$ cat src/core/lapdtx_map.svh
// register map, field positions, frame constants and timing for the lapd transmitter
// assumes an 8-bit register port and a 10 MHz framer transmit clock
`ifndef LAPDTX_MAP_SVH
`define LAPDTX_MAP_SVH

`define LAPDTX_CFG_ADDR 8'h33
`define LAPDTX_STAT_ADDR 8'h34

`define LAPDTX_CFG_ENABLE 0
`define LAPDTX_CFG_SIZE 1
`define LAPDTX_CFG_REPEAT 3
`define LAPDTX_ST_IRQ_FLAG 0
`define LAPDTX_ST_IRQ_EN 1
`define LAPDTX_ST_BUSY 2
`define LAPDTX_ST_START 3

`define LAPDTX_CFG_RESET 3'h0
`define LAPDTX_STAT_RESET 8'h00

`define LAPDTX_FLAG 8'h7e
`define LAPDTX_SAPI_CR 8'h3c
`define LAPDTX_TEI 8'h01
`define LAPDTX_CTRL 8'h03
`define LAPDTX_HDR_BYTES 7'h03
`define LAPDTX_LEN_SHORT 7'h4c
`define LAPDTX_LEN_LONG 7'h52
`define LAPDTX_STUFF_RUN 3'h5

`define LAPDTX_CRC_INIT 16'hffff
`define LAPDTX_CRC_POLY 16'h8408

`define LAPDTX_CLK_HZ 10000000
`define LAPDTX_REPEAT_S 1
`define LAPDTX_REPEAT_CYCLES (`LAPDTX_CLK_HZ * `LAPDTX_REPEAT_S)

`endif

$ cat src/core/lapdtx_pkg.sv
// types shared by the lapd transmitter files
// assumes lapdtx_map.svh carries all numeric constants
package lapdtx_pkg;

  typedef enum logic [2:0] {
    ST_OFF = 3'h0,
    ST_FILL = 3'h1,
    ST_OPEN = 3'h2,
    ST_BODY = 3'h3,
    ST_FCS = 3'h4,
    ST_CLOSE = 3'h5
  } lapdtx_state_type;

  typedef struct packed {
    logic auto_repeat;
    logic size_sel;
    logic enable;
  } lapdtx_cfg_type;

endpackage

$ cat src/core/lapdtx_crc_step.sv
// one serial step of the frame check, reflected x^16+x^12+x^5+1
// assumes data bits enter least significant bit first
`timescale 1ns/1ps
`include "lapdtx_map.svh"

module lapdtx_crc_step import lapdtx_pkg::*; #(
  parameter int WIDTH = 16
) (
  // state in and out
  input wire logic [WIDTH-1:0] crc_in,
  input wire logic din,
  output logic [WIDTH-1:0] crc_out
);

  generate
    if (WIDTH != 16) begin : g_bad_width
      $error("lapdtx_crc_step only serves a 16-bit check");
    end
  endgenerate

  always_comb begin
    crc_out = crc_in >> 1;
    if (crc_in[0] ^ din) begin
      crc_out = crc_out ^ `LAPDTX_CRC_POLY;
    end
  end

endmodule

$ cat src/core/lapdtx_top.sv
// lapd message transmitter: frames a buffered message into the e3 n overhead bit
// assumes one n-slot strobe per outbound e3 frame, strobes at least two clocks apart,
// and a message buffer read port whose data is valid one clock after the index
`timescale 1ns/1ps
`include "lapdtx_map.svh"

module lapdtx_top import lapdtx_pkg::*; #(
  parameter int unsigned SEC_CYCLES = `LAPDTX_REPEAT_CYCLES
) (
  // clock and reset
  input wire logic clock,
  input wire logic rst_n,
  // register port
  input wire logic [7:0] reg_addr,
  input wire logic [7:0] reg_wdata,
  input wire logic reg_wr,
  input wire logic reg_rd,
  output logic [7:0] reg_rdata,
  output logic irq,
  // message buffer read port
  output logic [6:0] msg_rd_index,
  input wire logic [7:0] msg_rd_data,
  // framer n overhead bit
  input wire logic n_slot_strobe,
  output logic n_bit_out
);

  generate
    if (SEC_CYCLES < 2 || SEC_CYCLES > 32'h7fffffff) begin : g_bad_sec
      $error("SEC_CYCLES out of range");
    end
  endgenerate

  lapdtx_cfg_type cfg_r;
  logic irq_en_r;
  logic irq_flag_r;
  logic start_r;
  logic busy_r;
  logic sent_once_r;
  logic [31:0] sec_cnt_r;
  logic sec_tick_r;
  lapdtx_state_type state_r;
  logic [15:0] shreg_r;
  logic [3:0] bit_cnt_r;
  logic [6:0] byte_idx_r;
  logic [2:0] ones_r;
  logic stuff_r;
  logic [15:0] crc_r;
  logic [15:0] crc_step;
  logic [15:0] crc_nxt;
  logic [7:0] rdata_r;
  logic irq_r;
  logic [6:0] rd_index_r;
  logic n_bit_r;

  logic wr_cfg;
  logic wr_stat;
  logic rd_stat;
  logic start_rise;
  logic launch_ok;
  logic start_accept;
  logic repeat_accept;
  logic advance;
  logic byte_end;
  logic done;
  logic stuffing_zone;
  logic [3:0] last_bit;
  logic [6:0] frame_last;
  logic [7:0] next_byte;

  assign wr_cfg = reg_wr && (reg_addr == `LAPDTX_CFG_ADDR);
  assign wr_stat = reg_wr && (reg_addr == `LAPDTX_STAT_ADDR);
  assign rd_stat = reg_rd && (reg_addr == `LAPDTX_STAT_ADDR);
  assign start_rise = wr_stat && reg_wdata[`LAPDTX_ST_START] && !start_r;
  assign launch_ok = cfg_r.enable && !busy_r;
  assign start_accept = start_rise && launch_ok;
  assign repeat_accept = sec_tick_r && cfg_r.auto_repeat && sent_once_r && launch_ok;

  assign stuffing_zone = (state_r == ST_BODY) || (state_r == ST_FCS);
  // one bit per strobe; a pending stuffed zero holds the shifter
  assign advance = n_slot_strobe && (state_r != ST_OFF) && !stuff_r;
  assign last_bit = (state_r == ST_FCS) ? 4'hf : 4'h7;
  assign byte_end = advance && (bit_cnt_r == last_bit);
  assign done = byte_end && (state_r == ST_CLOSE);
  // information field length from the size bit
  assign frame_last = `LAPDTX_HDR_BYTES +
                      (cfg_r.size_sel ? `LAPDTX_LEN_LONG : `LAPDTX_LEN_SHORT);

  // endpoint and control octets; payload from buffer
  always_comb begin
    case (byte_idx_r)
      7'h01: next_byte = `LAPDTX_TEI;
      7'h02: next_byte = `LAPDTX_CTRL;
      default: next_byte = msg_rd_data;
    endcase
  end

  lapdtx_crc_step #(.WIDTH(16)) u_crc (
    .crc_in(crc_r),
    .din(shreg_r[0]),
    .crc_out(crc_step)
  );
  assign crc_nxt = (advance && state_r == ST_BODY) ? crc_step : crc_r;

  // configuration register
  always_ff @(posedge clock) begin
    if (!rst_n) begin
      cfg_r <= `LAPDTX_CFG_RESET;
    end else if (wr_cfg) begin
      cfg_r.auto_repeat <= reg_wdata[`LAPDTX_CFG_REPEAT];
      cfg_r.size_sel <= reg_wdata[`LAPDTX_CFG_SIZE];
      cfg_r.enable <= reg_wdata[`LAPDTX_CFG_ENABLE];
    end
  end

  // status register writable bits
  always_ff @(posedge clock) begin
    if (!rst_n) begin
      irq_en_r <= 1'b0;
      start_r <= 1'b0;
    end else if (wr_stat) begin
      irq_en_r <= reg_wdata[`LAPDTX_ST_IRQ_EN];
      start_r <= reg_wdata[`LAPDTX_ST_START];
    end
  end

  // completion flag; a completion in the reading cycle survives the read
  always_ff @(posedge clock) begin
    if (!rst_n) begin
      irq_flag_r <= 1'b0;
    end else if (done && irq_en_r) begin
      irq_flag_r <= 1'b1;
    end else if (rd_stat) begin
      irq_flag_r <= 1'b0;
    end
  end

  always_ff @(posedge clock) begin
    if (!rst_n) begin
      irq_r <= 1'b0;
    end else begin
      irq_r <= irq_flag_r && irq_en_r;
    end
  end

  // busy from launch until the closing flag is out
  always_ff @(posedge clock) begin
    if (!rst_n) begin
      busy_r <= 1'b0;
    end else if (!cfg_r.enable || done) begin
      busy_r <= 1'b0;
    end else if (start_accept || repeat_accept) begin
      busy_r <= 1'b1;
    end
  end

  // repeats only follow a real start and stop on disable
  always_ff @(posedge clock) begin
    if (!rst_n || !cfg_r.enable) begin
      sent_once_r <= 1'b0;
    end else if (start_accept) begin
      sent_once_r <= 1'b1;
    end
  end

  always_ff @(posedge clock) begin
    if (!rst_n) begin
      sec_cnt_r <= 32'h0;
      sec_tick_r <= 1'b0;
    end else if (sec_cnt_r == SEC_CYCLES - 1) begin
      sec_cnt_r <= 32'h0;
      sec_tick_r <= 1'b1;
    end else begin
      sec_cnt_r <= sec_cnt_r + 32'h1;
      sec_tick_r <= 1'b0;
    end
  end

  // count ones in header, payload and check; flags are never stuffed
  always_ff @(posedge clock) begin
    if (!rst_n || state_r == ST_OFF) begin
      ones_r <= 3'h0;
      stuff_r <= 1'b0;
    end else if (n_slot_strobe && stuff_r) begin
      ones_r <= 3'h0;
      stuff_r <= 1'b0;
    end else if (advance && stuffing_zone) begin
      if (!shreg_r[0]) begin
        ones_r <= 3'h0;
      end else if (ones_r == `LAPDTX_STUFF_RUN - 3'h1) begin
        ones_r <= 3'h0;
        stuff_r <= 1'b1;
      end else begin
        ones_r <= ones_r + 3'h1;
      end
    end
  end

  // check accumulates data bits only, never stuffed zeros
  always_ff @(posedge clock) begin
    if (!rst_n || state_r == ST_OPEN) begin
      crc_r <= `LAPDTX_CRC_INIT;
    end else begin
      crc_r <= crc_nxt;
    end
  end

  // frame sequencer; disable drops any frame in flight at once
  always_ff @(posedge clock) begin
    if (!rst_n || !cfg_r.enable) begin
      state_r <= ST_OFF;
      shreg_r <= 16'h0;
      bit_cnt_r <= 4'h0;
      byte_idx_r <= 7'h0;
      rd_index_r <= 7'h0;
    end else if (state_r == ST_OFF) begin
      state_r <= ST_FILL;
      shreg_r <= {8'h00, `LAPDTX_FLAG};
      bit_cnt_r <= 4'h0;
    end else if (byte_end) begin
      bit_cnt_r <= 4'h0;
      case (state_r)
        ST_FILL: begin
          // launches wait for a flag boundary so no flag is cut short
          state_r <= busy_r ? ST_OPEN : ST_FILL;
          shreg_r <= {8'h00, `LAPDTX_FLAG};
        end
        ST_OPEN: begin
          // header generated after the opening flag
          state_r <= ST_BODY;
          shreg_r <= {8'h00, `LAPDTX_SAPI_CR};
          byte_idx_r <= 7'h1;
          rd_index_r <= 7'h0;
        end
        ST_BODY: begin
          if (byte_idx_r == frame_last) begin
            // check sent complemented, low bit first
            state_r <= ST_FCS;
            shreg_r <= ~crc_nxt;
          end else begin
            shreg_r <= {8'h00, next_byte};
            byte_idx_r <= byte_idx_r + 7'h1;
            if (byte_idx_r >= `LAPDTX_HDR_BYTES) begin
              rd_index_r <= byte_idx_r - `LAPDTX_HDR_BYTES + 7'h1;
            end
          end
        end
        ST_FCS: begin
          state_r <= ST_CLOSE;
          shreg_r <= {8'h00, `LAPDTX_FLAG};
        end
        ST_CLOSE: begin
          state_r <= ST_FILL;
          shreg_r <= {8'h00, `LAPDTX_FLAG};
        end
        default: begin
          state_r <= ST_OFF;
        end
      endcase
    end else if (advance) begin
      shreg_r <= shreg_r >> 1;
      bit_cnt_r <= bit_cnt_r + 4'h1;
    end
  end

  // disabled line carries ones; one bit per strobe otherwise
  always_ff @(posedge clock) begin
    if (!rst_n || !cfg_r.enable || state_r == ST_OFF) begin
      n_bit_r <= 1'b1;
    end else if (n_slot_strobe) begin
      n_bit_r <= stuff_r ? 1'b0 : shreg_r[0];
    end
  end

  // register read port; unmapped addresses read zero
  always_ff @(posedge clock) begin
    if (!rst_n) begin
      rdata_r <= `LAPDTX_STAT_RESET;
    end else if (reg_rd) begin
      if (reg_addr == `LAPDTX_CFG_ADDR) begin
        rdata_r <= {4'h0, cfg_r.auto_repeat, 1'b0, cfg_r.size_sel, cfg_r.enable};
      end else if (reg_addr == `LAPDTX_STAT_ADDR) begin
        rdata_r <= {4'h0, start_r, busy_r, irq_en_r, irq_flag_r};
      end else begin
        rdata_r <= 8'h00;
      end
    end
  end

  assign reg_rdata = rdata_r;
  assign irq = irq_r;
  assign msg_rd_index = rd_index_r;
  assign n_bit_out = n_bit_r;

  // the forced one lands the edge after enable is seen low, so look a cycle later
  a_off_line_ones: assert property (@(posedge clock) disable iff (!rst_n)
    !cfg_r.enable ##1 !cfg_r.enable |-> n_bit_out)
    else $error("n bit not held at one while disabled");

  a_fill_flag_bits: assert property (@(posedge clock) disable iff (!rst_n)
    cfg_r.enable && state_r == ST_FILL && n_slot_strobe && !stuff_r
    |=> n_bit_out == $past(shreg_r[0]))
    else $error("idle flag bit not emitted");

  a_stuff_zero_out: assert property (@(posedge clock) disable iff (!rst_n)
    advance && stuffing_zone && shreg_r[0] && ones_r == 3'h4 && cfg_r.enable
    |=> stuff_r ##0 (!n_slot_strobe [*1] or (n_slot_strobe ##1 !n_bit_out)))
    else $error("no zero after five ones");

  a_start_busy: assert property (@(posedge clock) disable iff (!rst_n)
    start_accept |=> busy_r && sent_once_r)
    else $error("start did not raise busy");

  a_busy_holds: assert property (@(posedge clock) disable iff (!rst_n)
    busy_r && cfg_r.enable && !done |=> busy_r)
    else $error("busy dropped early");

  a_done_idle: assert property (@(posedge clock) disable iff (!rst_n)
    done && cfg_r.enable |=> !busy_r && state_r == ST_FILL)
    else $error("busy or state wrong after frame");

  a_repeat_tick: assert property (@(posedge clock) disable iff (!rst_n)
    sec_tick_r && cfg_r.auto_repeat && sent_once_r && cfg_r.enable && !busy_r |=> busy_r)
    else $error("repeat not launched on tick");

  a_once_no_repeat: assert property (@(posedge clock) disable iff (!rst_n)
    sec_tick_r && !cfg_r.auto_repeat && !busy_r && !start_rise |=> !busy_r)
    else $error("single-shot frame repeated");

  a_len_to_fcs: assert property (@(posedge clock) disable iff (!rst_n)
    cfg_r.enable && state_r == ST_BODY && byte_end
    && byte_idx_r == (cfg_r.size_sel ? 7'h55 : 7'h4f)
    |=> state_r == ST_FCS && bit_cnt_r == 4'h0)
    else $error("payload length wrong");

  a_hdr_first: assert property (@(posedge clock) disable iff (!rst_n)
    cfg_r.enable && state_r == ST_OPEN && byte_end
    |=> state_r == ST_BODY && shreg_r[7:0] == 8'h3c)
    else $error("header octet not generated");

  a_irq_set: assert property (@(posedge clock) disable iff (!rst_n)
    done && irq_en_r |=> irq_flag_r ##1 (irq || !irq_en_r))
    else $error("completion interrupt missing");

  a_irq_read_clr: assert property (@(posedge clock) disable iff (!rst_n)
    rd_stat && !(done && irq_en_r) |=> !irq_flag_r)
    else $error("flag not cleared by read");

endmodule

$ cat config.mk
export PLATFORM = sky130hd
export DESIGN_NAME = lapdtx_top
export DESIGN_NICKNAME = d
export VERILOG_FILES = /design/src/core/lapdtx_pkg.sv /design/src/core/lapdtx_crc_step.sv /design/src/core/lapdtx_top.sv
export VERILOG_INCLUDE_DIRS = /design/src /design/src/core
export SDC_FILE = /design/constraint.sdc
export NUM_CORES = 1
export LEC_CHECK = 0
export BUFFER_PORTS_ARGS = -buffer_cell sky130_fd_sc_hd__buf_2
export CORE_MARGIN = 5
export CORE_UTILIZATION = 40
export CTS_CLUSTER_DIAMETER = 60
export DETAILED_ROUTE_END_ITERATION = 6
export HOLD_SLACK_MARGIN = 0.08
export PLACE_DENSITY = 0.56
export RECOVER_POWER = 50
export SLEW_MARGIN = 10
export SYNTH_ARGS = -nofsm -noshare
export SYNTH_HDL_FRONTEND = slang
export SYNTH_HIERARCHICAL = 1
export SYNTH_SLANG_ARGS = --single-unit
$ cat constraint.sdc
create_clock -name clock -period 2.3 [get_ports clock]
set_input_delay 0.69 -clock clock [delete_from_list [all_inputs] [get_ports clock]]
set_output_delay 0.69 -clock clock [all_outputs]
set_load 0.02 [all_outputs]
---- Yosys cells after proc, flatten, opt, wreduce, memory -nomap -nowiden ----
Index checks and enable logic that the tools add are counted.
cells by class
  eq/ne operators ......................... 19
  reductions and logical operators ........ 51
  add/sub/neg operators ................... 7
  muxes and demuxes ....................... 28
  bitwise operators ....................... 5
  order comparisons ....................... 1
operators by type and width
  kind                                                               count
  2-to-1 mux 16 bit                                                  5
  one-hot mux 16 bit (3 select lines)                                1
  adder 32 x 1 -> 32 bit, second input constant                      1
  == test 32 x 24 -> 1 bit, second input constant                    1
  2-to-1 mux 7 bit                                                   4
  one-hot mux 7 bit (2 select lines)                                 2
  logical AND 1 bit                                                  19
  == test 8 x 6 -> 1 bit, second input constant                      2
  inverter 16 bit                                                    1
  one-hot mux 8 bit (2 select lines)                                 1
  one-hot mux 3 bit (5 select lines)                                 1
  adder 7 x 1 -> 7 bit, second input constant                        2
  2-to-1 mux 4 bit                                                   3
  == test 3 bit, second input constant                               3
  2-to-1 mux 3 bit                                                   3
  AND reduction 2 bit                                                4
  nonzero test 2 bit                                                 4
  OR reduction 2 bit                                                 4
  adder 2 x 7 -> 7 bit, first input constant                         1
  == test 7 x 1 -> 1 bit, second input constant                      1
  == test 7 x 2 -> 1 bit, second input constant                      1
  == test 7 bit                                                      1
  greater-or-equal comparator 7 x 2 -> 1 bit, second input constant  1
  logical OR 1 bit                                                   7
  other kinds (24)                                                   38
storage, ports and cells
  output and inout bits ................... 17
  logic and storage cells ................. 134
  register bits after elaboration ......... 108
  input port bits ......................... 29

---- Logic depth before layout (Yosys ltp) ----
Gate-level depths: netlist (run 1).
  depth after elaboration ................. 10
  gate-level depth with buffers ........... 8

---- Modules after synthesis ----
Netlist (run 1), hierarchy kept.
modules (own cells, without submodules)
  module           sequential area each (um^2)  instances  cells each  area an instance (um^2)
  lapdtx_top       2082.0                       1          602         5112.4
  lapdtx_crc_step  0.0                          1          16          153.9

---- Worst setup path before layout (run 1) ----
Ideal clock, no wire load.
  kind .................................... input-to-reg
  from .................................... input n_slot_strobe
  to ...................................... register shreg_r[2]
  path buffers ............................ 2
  stages on the path ...................... 7
  setup slack ............................. 0.100 ns
  library setup time ...................... 0.148 ns
  arrival ................................. 2.052 ns
  cells stage by stage .................... nand2b_1 clkbuf_1 nor2_1 nand2_1 clkbuf_1 nor4_1 a211oi_1
on the way
  cells in the longest elaborated chain, start to end .. 9
RTL lines
  element                              RTL line           text
  from (decl)                          lapdtx_top.sv:24   input wire logic n_slot_strobe,
  logical AND 1 bit * (2 in series)    lapdtx_top.sv:81   assign advance = n_slot_strobe && (state_r != ST_OFF) && !stuff_r;
  logical AND 1 bit                    lapdtx_top.sv:103  assign crc_nxt = (advance && state_r == ST_BODY) ? crc_step : crc_r;
  2-to-1 mux 16 bit                    lapdtx_top.sv:103
  inverter 16 bit                      lapdtx_top.sv:239  shreg_r <= ~crc_nxt;
  2-to-1 mux 16 bit                    lapdtx_top.sv:236  if (byte_idx_r == frame_last) begin
  one-hot mux 16 bit (3 select lines)  lapdtx_top.sv:222  case (state_r)
  2-to-1 mux 16 bit                    lapdtx_top.sv:220  end else if (byte_end) begin
  2-to-1 mux 7 bit                     lapdtx_top.sv:216  end else if (state_r == ST_OFF) begin
  to (signal assigned)                 lapdtx_top.sv:218  shreg_r <= {8'h00, `LAPDTX_FLAG};
  to (signal assigned)                 lapdtx_top.sv:226  shreg_r <= {8'h00, `LAPDTX_FLAG};
  to (signal assigned)                 lapdtx_top.sv:239
  to (decl)                            lapdtx_top.sv:43   logic [15:0] shreg_r;
Mark *: on every way between the ends. The rest lies on a longest branch, timed or not.
A chain may end at the register's enable or synchronous reset.

---- Final worst setup path (run 1) ----
  from .................................... register byte_idx_r[3]
  to ...................................... register byte_idx_r[4]
on the way
  cells in the longest elaborated chain, start to end .. 3
RTL lines
  element                                                                    RTL line                              text
  from (decl)                                                                lapdtx_top.sv:45                      logic [6:0] byte_idx_r;
  from (signal assigned)                                                     lapdtx_top.sv:242                     byte_idx_r <= byte_idx_r + 7'h1;
  adder 7 x 1 -> 7 bit or == test 7 bit (tied branches)                      lapdtx_top.sv:242, lapdtx_top.sv:236
  2-to-1 mux 7 bit or != test 2 bit (tied branches)                          --
  one-hot mux 7 bit (2 select lines) or AND reduction 4 bit (tied branches)  --
Parallel ways exist; a longest one is shown, timed or not. The select of a mux whose other input is x is not followed.

==> results of run 1 <==
==> synth_stat cells, types with 12 or more instances <==
| cell type | n | area (um^2) |
|---|---|---|
| dfxtp_1 | 104 | 2080 |
| ha_1 | 12 | 150 |
| nor3_1 | 17 | 85.1 |
| nand4_1 | 21 | 131 |
| nor2_1 | 67 | 251 |
| nand3_1 | 37 | 185 |
| xnor2_1 | 21 | 184 |
| nand2_1 | 56 | 210 |
| o21ai_0 | 23 | 115 |
| nor4_1 | 12 | 75.1 |
| xor2_1 | 16 | 140 |
| inv_1 | 16 | 60.1 |
| a21oi_1 | 20 | 100 |
| clkbuf_1 | 18 | 67.6 |
| buf_4 | 17 | 128 |
| mux2i_1 | 21 | 210 |
==> layer usage <==
layer | share of wire (%) | vias up
met3 | 3.8 | 10
met1 | 47 | 2240
li1 | - | 2294
met4 | 1.3 | 0
met5 | 0 | -
met2 | 48 | 61
==> where the power goes <==
part	total [mW]	leakage, nW	switching, mW	internal, mW
logic	0.0904	1.13	0.0501	0.0403
registers	1.81	0.839	0.00406	1.80
clock network	1.54	0.142	0.729	0.811
==> cell type report <==
class | count | area (um^2)
Sequential cell | 104 | 2080
Tap cell | 176 | 220
Timing Repair Buffer | 78 | 484
Clock inverter | 5 | 46.3
Multi-Input combinational cell | 455 | 2890
Clock buffer | 11 | 253
Inverter | 16 | 60.1
Fill cell | 1327 | 7050
==> cell families (layout without fill, tap and decap cells) <==
kind of cell    after synthesis  count (layout)  share of synthesized area (%)
mux                          21              21                           3.99
simple gates                275             275                           26.8
fa+ha+maj                    12              12                           2.85
compound gates              104             104                           13.4
buf+inv                      62             110                           6.25
xor+xnor                     39              39                           7.06
flops                       104             104                           39.5
other cells                   1               4                         0.0712
==> sequential cells by signal, indices dropped and copies added (netlist names) <==
register and flops:
sec_cnt_r 32, crc_r 16, shreg_r 16, byte_idx_r 7
msg_rd_index 7, bit_cnt_r 4, reg_rdata 4, cfg_r 3
ones_r 3, state_r 3, busy_r 1, irq 1
irq_en_r 1, irq_flag_r 1, n_bit_out 1, sec_tick_r 1
sent_once_r 1, start_r 1, stuff_r 1
==> per-stage QoR <==
step           total power [mW]  util [%]  hold WS, ns  std cells
4_1_cts                    3.49      46.3        0.463        845
6_report                   3.44      46.1        0.457        845
2_1_floorplan              1.90         -        0.426        621
3_5_place_dp               1.94      44.0        0.452        829
3_3_place_gp               1.94      44.0        0.438        829
5_1_grt                    3.57      46.1        0.488        845
==> worst max-delay path, cell delays in order, from the launching register on <==
cell and delay (ns):
dfxtp_1 0.56, nor4bb_1 0.13, o21ai_1 0.49, nand2_1 0.25, o31a_1 0.35, a311oi_1 0.23
==> worst paths after layout <==
path                                 to  cells past startpoint  slack (ns)
min            shreg_r[15]$_SDFFE_PP0P_                      2        0.46
max reg2reg  byte_idx_r[4]$_SDFFE_PP0P_                      5        0.20
min reg2reg    shreg_r[15]$_SDFFE_PP0P_                      2        0.46
max          byte_idx_r[4]$_SDFFE_PP0P_                      5        0.20
==> qor.yml, run 1 <==
power:
  leakage_nw: 2.11
  peakVddDrop_mv: 0.355
  power_density_mw_per_mm2: 570
worst_setup_path:
  crit_required_ns: 2.57
  cp_max_fo: 10
  end_kind: "register"
  critPathKind: "register to register"
  crit_start: "byte_idx_r[3]$_SDFFE_PP0P_"
  worstReg2RegStart: "byte_idx_r[3]$_SDFFE_PP0P_"
  arrival_ns: 2.37
  startpoint_type: "register"
timing:
  post-route-period-util_pct: 91.2
  worstMarginPinSlew_ns: 0.689
  slew_violations: 0
  finalWorstSetupSlack_ns: 0.202
  rsz0062_at_grt: "no"
  setup_viol: 0
  maxSlewHeadroom_pct: 54.1
  tns_ns: 0
  clock_skew_ns: 0.00759
  fmax_mhz: 477
  hold_viol_final: 0
  period_minus_slack_ns: 2.10
grt:
  met1_usage_pct: 21.1
  grt.total_usage_pct: 16.6
  grt_pass1_wl_mm: 21.7
  grt_util_met3_pct: 4.46
  overflow: 0
  grt_max_degree: 19
  use_met2_pct: 27.5
  grt_most_used_layer: "met2"
  grt_pass1_vias: 4506
  antenna_found_initial: 0
routing:
  drtPass1Iterations: 5
  drt_iter0_drc: 286
  drc_errors: 0
  routed_via_density: 5.45
  wl_per_cell_um: 14.9
  detail-route-antenna-nets: 0
  vias: 4605
  wl_mm: 12.6
synthesis:
  synth-edff-count: 0
  async_flop_share_pct: 0
  ys_warn_count: 6
  synthCells: 618
  ys_seq_area_share_pct: 39.5
  synth-main-ff-cell: "dfxtp_1"
  syn_avg_cell_area_um2: 8.52
  yosysUniqueCellTypes: 57
  synth_area_mm2: 0.00527
  yosys_register_bits: 104
finish:
  layout_commonest_cell: "dfxtp_1"
  area_growth_pct: 14.5
  post-route-cell-area_mm2: 0.00603
  final_nets: 705
  drive_above_1_share_pct: 11.8
  layout_common_cells: "dfxtp_1 (104), nor2_1 (68), nand2_1 (56)"
  diodes: 0
die:
  fp-row-count: 42
  num_io_pins: 46
  die_x_um: 125
  core_mm2: 0.0131
  start_util_pct: 40.2
  die_h_um: 125
  die-area_mm2: 0.0156
cts:
  cts.clk_slew.worst_paths_ns: 0.07
  post-cts-setup-buffers: 0
  cts_buffers: 9
  clockRootBuffer: "clkbuf_16"
  worst_skew_pair.late_latency_ns: 0.36
  clkSinkCount: 104
  cts_buffer_depth: 2
  ctsResizeCount: 0
  h-tree-depth: 3
  cts_tree: "built"
  postCtsHoldBufs: 0
place:
  portBuffers: 36
  place_hpwl_mm: 9.42
  gpl.final_weighted_congestion: 0.864
  place_area_mm2: 0.00576
  pre_cts_ws_ns: 0.0197
min_path:
  min_from: "shreg_r[15]$_SDFFE_PP0P_"
  min_path_type: "register to register"
run:
  maxCapViolations: 0
run_status:
  status: "complete, no violations"
Note: power is estimated with default switching activity, not from simulation.
==> inputs of run 2 (changes only) <==
--- a/config.mk
+++ b/config.mk
@@ -7,12 +7,14 @@
 export NUM_CORES = 1
 export LEC_CHECK = 0
 export BUFFER_PORTS_ARGS = -buffer_cell sky130_fd_sc_hd__buf_2
+export CELL_PAD_IN_SITES_DETAIL_PLACEMENT = 0
+export CELL_PAD_IN_SITES_GLOBAL_PLACEMENT = 2
 export CORE_MARGIN = 5
-export CORE_UTILIZATION = 40
+export CORE_UTILIZATION = 33
 export CTS_CLUSTER_DIAMETER = 60
 export DETAILED_ROUTE_END_ITERATION = 6
 export HOLD_SLACK_MARGIN = 0.08
-export PLACE_DENSITY = 0.56
+export PLACE_DENSITY = 0.73
 export RECOVER_POWER = 50
 export SLEW_MARGIN = 10
 export SYNTH_ARGS = -nofsm -noshare
==> run 2 against run 1 <==
Fmax grew 1.2%. Cell area up 2.4%. Clock-buffer cell count shrank 2. Largest power group unchanged.
==> qor.yml, run 2 (same netlist as run 1, synthesis figures left out) <==
grt:
  antenna_found_initial: 0  # unchanged
  grt_max_degree: 19  # unchanged
  grt_pass1_vias: 4425  # was 4506
  grt_pass1_wl_mm: 23.0  # was 21.7 mm
  overflow: 0  # unchanged
  grt.total_usage_pct: 15.4  # was 16.6%
worst_setup_path:
  critPathKind: "register to register"  # unchanged
  crit_required_ns: 2.54  # was 2.57 ns
  arrival_ns: 2.31  # was 2.37 ns
  cp_cell_sequence: "clkbuf_2, or3_1, nand2_1, nor3_1, buf_4, a221oi_1, nor2_1"  # was nor4bb_1, o21ai_1, nand2_1, o31a_1, a311oi_1
  worstReg2RegStart: "state_r[0]$_SDFFE_PP0P_"  # was byte_idx_r[3]$_SDFFE_PP0P_
  slowest_stage: "or3_1"  # was dfxtp_1
  startpoint_type: "register"  # unchanged
  cp_slowest_stage_delay_ns: 0.46  # was 0.56 ns
  rr_worst_depth: 7  # was 5
  r2r_slack_ns: 0.23  # was 0.20 ns
  cp_max_fo: 15  # was 10
  end_kind: "register"  # unchanged
  crit_family: "simple AND/OR/NAND/NOR gates"  # was compound AO/OA/AOI/OAI gates
  reg2reg_to: "shreg_r[13]$_SDFFE_PP0P_"  # was byte_idx_r[4]$_SDFFE_PP0P_
  worst-path-buf-inv: 2  # was 0
timing:
  fmax_mhz: 482  # was 477 MHz
  worstMarginPinSlew_ns: 0.696  # was 0.689 ns
  post-route-period-util_pct: 90.2  # was 91.2%
  period_minus_slack_ns: 2.07  # was 2.10 ns
  finalWorstSetupSlack_ns: 0.226  # was 0.202 ns
  slew_violations: 0  # unchanged
  hold_viol_final: 0  # unchanged
  rsz0062_at_grt: "no"  # unchanged
  tns_ns: 0  # unchanged
  setup_viol: 0  # unchanged
  maxSlewHeadroom_pct: 53.6  # was 54.1%
  clock_skew_ns: 0.0116  # was 0.00759 ns
die:
  start_util_pct: 33.4  # was 40.2%
  die_x_um: 136  # was 125 um
  die_h_um: 136  # was 125 um
  die-area_mm2: 0.0186  # was 0.0156 mm^2
  core_mm2: 0.0158  # was 0.0131 mm^2
  fp-row-count: 46  # was 42
  num_io_pins: 46  # unchanged
finish:
  regMostFlops: "sec_cnt_r"  # unchanged
  largest_reg_flops: 32  # unchanged
  diodes: 0  # unchanged
  layout_commonest_cell: "dfxtp_1"  # unchanged
  fillers: 1683  # was 1327
  layout_common_cells: "dfxtp_1 (104), nor2_1 (67), nand2_1 (56)"  # was dfxtp_1 (104), nor2_1 (68), nand2_1 (56)
  drive_above_1_share_pct: 12.9  # was 11.8%
  final_nets: 709  # was 705
  layout.cells.non_filler: 889  # was 845
  post-route-cell-area_mm2: 0.00618  # was 0.00603 mm^2
  area_growth_pct: 17.3  # was 14.5%
  reg_top3: "sec_cnt_r x32, crc_r x16, shreg_r x16"  # unchanged
run_status:
  status: "complete, no violations"  # unchanged
place:
  placed_cells_incl_taps: 873  # was 829
  gpl.final_weighted_congestion: 0.802  # was 0.864
  portBuffers: 36  # unchanged
  place_hpwl_mm: 10.3  # was 9.42 mm
  place_area_mm2: 0.00584  # was 0.00576 mm^2
  pre_cts_ws_ns: 0.0161  # was 0.0197 ns
power:
  p_total_mw: 3.71  # was 3.44 mW
  leakage_nw: 2.16  # was 2.11 nW
  peakVddDrop_mv: 0.335  # was 0.355 mV
  power_density_mw_per_mm2: 600  # was 570 mW/mm^2
min_path:
  whs_endpoint: "shreg_r[15]$_SDFFE_PP0P_"  # unchanged
  min_path_type: "register to register"  # unchanged
  min_from: "shreg_r[15]$_SDFFE_PP0P_"  # unchanged
  hold_depth: 2  # unchanged
routing:
  detail-route-antenna-nets: 0  # unchanged
  routed_via_density: 5.16  # was 5.45
  drtPass1Iterations: 4  # was 5
  vias: 4587  # was 4605
  drt_iter0_drc: 214  # was 286
  wl_mm: 13.8  # was 12.6 mm
  drc_errors: 0  # unchanged
  wl_per_cell_um: 15.5  # was 14.9 um
cts:
  cts_buffers: 9  # unchanged
  cts.clk_slew.worst_paths_ns: 0.08  # was 0.07 ns
  cts_tree: "built"  # unchanged
  postCtsHoldBufs: 0  # unchanged
  worst_skew_pair.late_latency_ns: 0.35  # was 0.36 ns
  h-tree-depth: 3  # unchanged
  cts_buffer_depth: 2  # unchanged
  clkSinkCount: 104  # unchanged
  clockRootBuffer: "clkbuf_16"  # unchanged
run:
  maxCapViolations: 0  # unchanged
## run 2: cell count changes in the layout (fill, tap and decap cells not counted), sizes merged
cell / previous run / this run
buf: 56 / 60
bufinv: 0 / 3
clkbuf: 33 / 31
clkinvlp: 2 / 1
## run 2: through the flow
step                      utilization, %  hold WS [ns]
final                               39.2         0.454
after global routing                39.2         0.490
after CTS                           39.3         0.461
after detailed placement            37.0         0.451
after global placement              37.0         0.439
after floorplan                        -         0.426
## run 2: metal layers
layer  vias to the layer above  part of all wire (%)  global-route usage (%)
met5                         -                     0                       0
met4                         0                   2.1                    5.71
met3                        20                   3.4                    3.03
met2                        74                    47                    25.2
met1                      2186                    47                    20.2
li1                       2307                     -                       -
## run 2: power by group
group	internal (mW)	leakage [nW]	switching, mW
clock network	1.08	0.168	0.731
logic	0.0395	1.15	0.0517
registers	1.80	0.839	0.00397
## run 2: final cells by class
cell class / instances / area [um^2] / area share [%]
Clock inverter: 7 / 126 / 2.05
Tap cell: 216 / 270 / 4.38
Timing Repair Buffer: 82 / 519 / 8.41
Inverter: 16 / 60.1 / 0.972
Sequential cell: 104 / 2080 / 33.7
Multi-Input combinational cell: 455 / 2890 / 46.8
Clock buffer: 9 / 225 / 3.65
## run 2: how the worst max path moves through the flow
| stage | startpoint | cells past startpoint | endpoint | slack, ns |
|---|---|---|---|---|
| floorplan | n_slot_strobe | 7 | shreg_r[2]$_SDFFE_PP0P_ | 0.10 |
| global placement | sec_cnt_r[25]$_SDFF_PP0_ | 6 | sec_cnt_r[24]$_SDFF_PP0_ | 0.09 |
| detailed placement | sec_cnt_r[25]$_SDFF_PP0_ | 6 | sec_cnt_r[26]$_SDFF_PP0_ | 0.02 |
| CTS | sec_cnt_r[25]$_SDFF_PP0_ | 6 | sec_cnt_r[29]$_SDFF_PP0_ | 0.06 |
| global route | state_r[0]$_SDFFE_PP0P_ | 7 | shreg_r[14]$_SDFFE_PP0P_ | 0.02 |
| finish | state_r[0]$_SDFFE_PP0P_ | 7 | shreg_r[13]$_SDFFE_PP0P_ | 0.23 |
## run 2: worst min-delay path, stage by stage, from the launching register on
cell and delay, ns:
dfxtp_1 0.32, nand2_1 0.05, a21oi_1 0.05
## run 2: timing repair
action | 4_1_cts | 5_1_grt
pin swaps | 0 | 1
setup buffers | 0 | 0
setup endpoints to repair | 11 | 35
resized for setup | 1 | 4
hold endpoints to repair | 0 | 0
==> inputs of run 3 (changes only) <==
--- a/config.mk
+++ b/config.mk
@@ -14,7 +14,7 @@
 export CTS_CLUSTER_DIAMETER = 60
 export DETAILED_ROUTE_END_ITERATION = 6
 export HOLD_SLACK_MARGIN = 0.08
-export PLACE_DENSITY = 0.73
+export PLACE_DENSITY_LB_ADDON = 0.1
 export RECOVER_POWER = 50
 export SLEW_MARGIN = 10
 export SYNTH_ARGS = -nofsm -noshare
==> run 3 against run 2 <==
Combinational power hardly changed. Highest routed layer unchanged. Hold slack better by 0.0081 ns. Largest cell class unchanged. First-iteration DRC count rose by 2.3%. Flip-flop and latch count unchanged. Non-clock buffer count grew 9. Critical endpoint is now sec_cnt_r[21]$_SDFF_PP0_. Fmax down 4.1%. Global-route usage increased by 0.39 points. Setup slack got worse by 0.088 ns. Clock-buffer cell count up 3. Clock skew down 0.0022 ns. Die area did not move. Cell count grew 1.0%.
==> qor.yml, run 3 (same netlist as run 1, synthesis figures left out) <==
min_path:
  hold_depth: 2  # unchanged
  min_path_type: "register to register"  # unchanged
  whs_endpoint: "shreg_r[15]$_SDFFE_PP0P_"  # unchanged
  min_from: "shreg_r[15]$_SDFFE_PP0P_"  # unchanged
timing:
  post-route-period-util_pct: 94.0  # was 90.2%
  slew_violations: 0  # unchanged
  fmax_mhz: 463  # was 482 MHz
  setup_viol: 0  # unchanged
  worstMarginPinSlew_ns: 0.652  # was 0.696 ns
  period_minus_slack_ns: 2.16  # was 2.07 ns
  tns_ns: 0  # unchanged
  rsz0062_at_grt: "no"  # unchanged
  maxSlewHeadroom_pct: 56.3  # was 53.6%
  hold_viol_final: 0  # unchanged
  hold_ws_ns: 0.462  # was 0.454 ns
  clock_skew_ns: 0.00939  # was 0.0116 ns
worst_setup_path:
  rr_worst_depth: 7  # unchanged
  critPathKind: "register to register"  # unchanged
  r2r_slack_ns: 0.14  # was 0.23 ns
  cp_max_fo: 16  # was 15
  end_kind: "register"  # unchanged
  reg2reg_to: "sec_cnt_r[21]$_SDFF_PP0_"  # was shreg_r[13]$_SDFFE_PP0P_
  worstReg2RegStart: "sec_cnt_r[25]$_SDFF_PP0_"  # was state_r[0]$_SDFFE_PP0P_
  startpoint_type: "register"  # unchanged
  slowest_stage: "or4b_1"  # was or3_1
  crit_required_ns: 2.55  # was 2.54 ns
  cp_cell_sequence: "or4b_1, or4_4, nor4_4, buf_4, nand2b_2, buf_12, nor2_1"  # was clkbuf_2, or3_1, nand2_1, nor3_1, buf_4, a221oi_1, nor2_1
  arrival_ns: 2.41  # was 2.31 ns
  cp_slowest_stage_delay_ns: 0.54  # was 0.46 ns
grt:
  overflow: 0  # unchanged
  met1_usage_pct: 21.1  # was 20.2%
  grt_pass1_wl_mm: 23.2  # was 23.0 mm
  grt_util_met3_pct: 3.22  # was 3.03%
  grt_most_used_layer: "met2"  # unchanged
  antenna_found_initial: 0  # unchanged
  use_met2_pct: 26.0  # was 25.2%
  grt_max_degree: 18  # was 19
  grt.total_usage_pct: 15.8  # was 15.4%
  grt_pass1_vias: 4463  # was 4425
die:
  die_h_um: 136  # unchanged
  die_x_um: 136  # unchanged
  start_util_pct: 33.4  # unchanged
  fp-row-count: 46  # unchanged
  die-area_mm2: 0.0186  # unchanged
  num_io_pins: 46  # unchanged
  core_mm2: 0.0158  # unchanged
power:
  peakVddDrop_mv: 0.351  # was 0.335 mV
  leakage_nw: 2.20  # was 2.16 nW
  p_total_mw: 3.54  # was 3.71 mW
  power_density_mw_per_mm2: 571  # was 600 mW/mm^2
finish:
  diodes: 0  # unchanged
  layout_commonest_cell: "dfxtp_1"  # unchanged
  reg_top3: "sec_cnt_r x32, crc_r x16, shreg_r x16"  # unchanged
  drive_above_1_share_pct: 13.5  # was 12.9%
  fin_util_pct: 39.3  # was 39.2%
  layout_common_cells: "dfxtp_1 (104), nor2_1 (68), nand2_1 (56)"  # was dfxtp_1 (104), nor2_1 (67), nand2_1 (56)
  largest_reg_flops: 32  # unchanged
  fillers: 1700  # was 1683
  post-route-cell-area_mm2: 0.00620  # was 0.00618 mm^2
  regMostFlops: "sec_cnt_r"  # unchanged
  area_growth_pct: 17.7  # was 17.3%
  final_nets: 718  # was 709
routing:
  vias: 4559  # was 4587
  drc_errors: 0  # unchanged
  drt_iter0_drc: 219  # was 214
  routed_via_density: 5.08  # was 5.16
  drtPass1Iterations: 6  # was 4
  detail-route-antenna-nets: 0  # unchanged
  wl_mm: 14.1  # was 13.8 mm
  wl_per_cell_um: 15.7  # was 15.5 um
place:
  gpl.final_weighted_congestion: 0.818  # was 0.802
  portBuffers: 36  # unchanged
  place_area_mm2: 0.00591  # was 0.00584 mm^2
  place_hpwl_mm: 10.6  # was 10.3 mm
cts:
  cts.clk_slew.worst_paths_ns: 0.07  # was 0.08 ns
  worst_skew_pair.late_latency_ns: 0.35  # about the same
  cts_buffer_depth: 2  # unchanged
  postCtsHoldBufs: 0  # unchanged
  cts_buffers: 9  # unchanged
  clkSinkCount: 104  # unchanged
  clockRootBuffer: "clkbuf_16"  # unchanged
  cts_tree: "built"  # unchanged
  h-tree-depth: 3  # unchanged
run:
  maxCapViolations: 0  # unchanged
run_status:
  status: "complete, no violations"  # unchanged
## run 3: cell count changes in the layout (fill, tap and decap cells not counted), sizes merged
cell	change
bufinv	-2
inv	+1
clkinvlp	-1
buf	+10
clkinv	-1
clkbuf	+2
## run 3: where the power goes
part           internal [mW]  leakage (nW)  switching, mW
registers               1.80         0.839        0.00387
clock network          0.921         0.156          0.716
logic                 0.0400          1.20         0.0511
## run 3: routing by layer
layer | vias to the layer above | wire length, um
li1 | 2324 | -
met2 | 63 | 6690
met1 | 2160 | 6760
met5 | - | 0
met4 | 0 | 223
met3 | 12 | 412
## run 3: critical path: cells and delay by family (launching register included)
family	cells	cell delay (ns)
and+or+nand+nor	5	1.43
DFF	1	0.31
buffers and inverters	2	0.30
## run 3: what timing repair did
item / CTS / global route
hold endpoints to repair: 0 / 0
resized for setup: 1 / 2
setup buffers: 0 / 0
endpoints found under the setup margin: 31 / 31
pin swaps: 1 / 0
## run 3: area by class of cell
| type | instances | area (um^2) | area share (%) |
|---|---|---|---|
| clock buffer | 12 | 256 | 4.14 |
| inverter | 16 | 60.1 | 0.969 |
| timing repair buffer | 91 | 589 | 9.51 |
| sequential | 104 | 2080 | 33.6 |
| clock inverter | 4 | 58.8 | 0.949 |
| multi-input combinational | 455 | 2880 | 46.5 |
| tap | 216 | 270 | 4.36 |
## run 3: metrics by stage
stage	cells	worst slack (ns)
floorplan	621	0.100
global placement	882	-0.0692
detailed placement	882	-0.0803
CTS	898	0.0745
global route	898	0.0288
finish	898	0.138
## run 3: worst max path at each step
stage / startpoint / end / slack (ns) / cells after the start
after global routing: sec_cnt_r[25]$_SDFF_PP0_ / sec_cnt_r[28]$_SDFF_PP0_ / 0.03 / 7
final: sec_cnt_r[25]$_SDFF_PP0_ / sec_cnt_r[21]$_SDFF_PP0_ / 0.14 / 7
after floorplan: n_slot_strobe / shreg_r[2]$_SDFFE_PP0P_ / 0.10 / 7
after global placement: sec_cnt_r[25]$_SDFF_PP0_ / sec_cnt_r[25]$_SDFF_PP0_ / -0.07 / 7
after CTS: sec_cnt_r[25]$_SDFF_PP0_ / sec_cnt_r[11]$_SDFF_PP0_ / 0.07 / 7
after detailed placement: sec_cnt_r[25]$_SDFF_PP0_ / sec_cnt_r[11]$_SDFF_PP0_ / -0.08 / 7
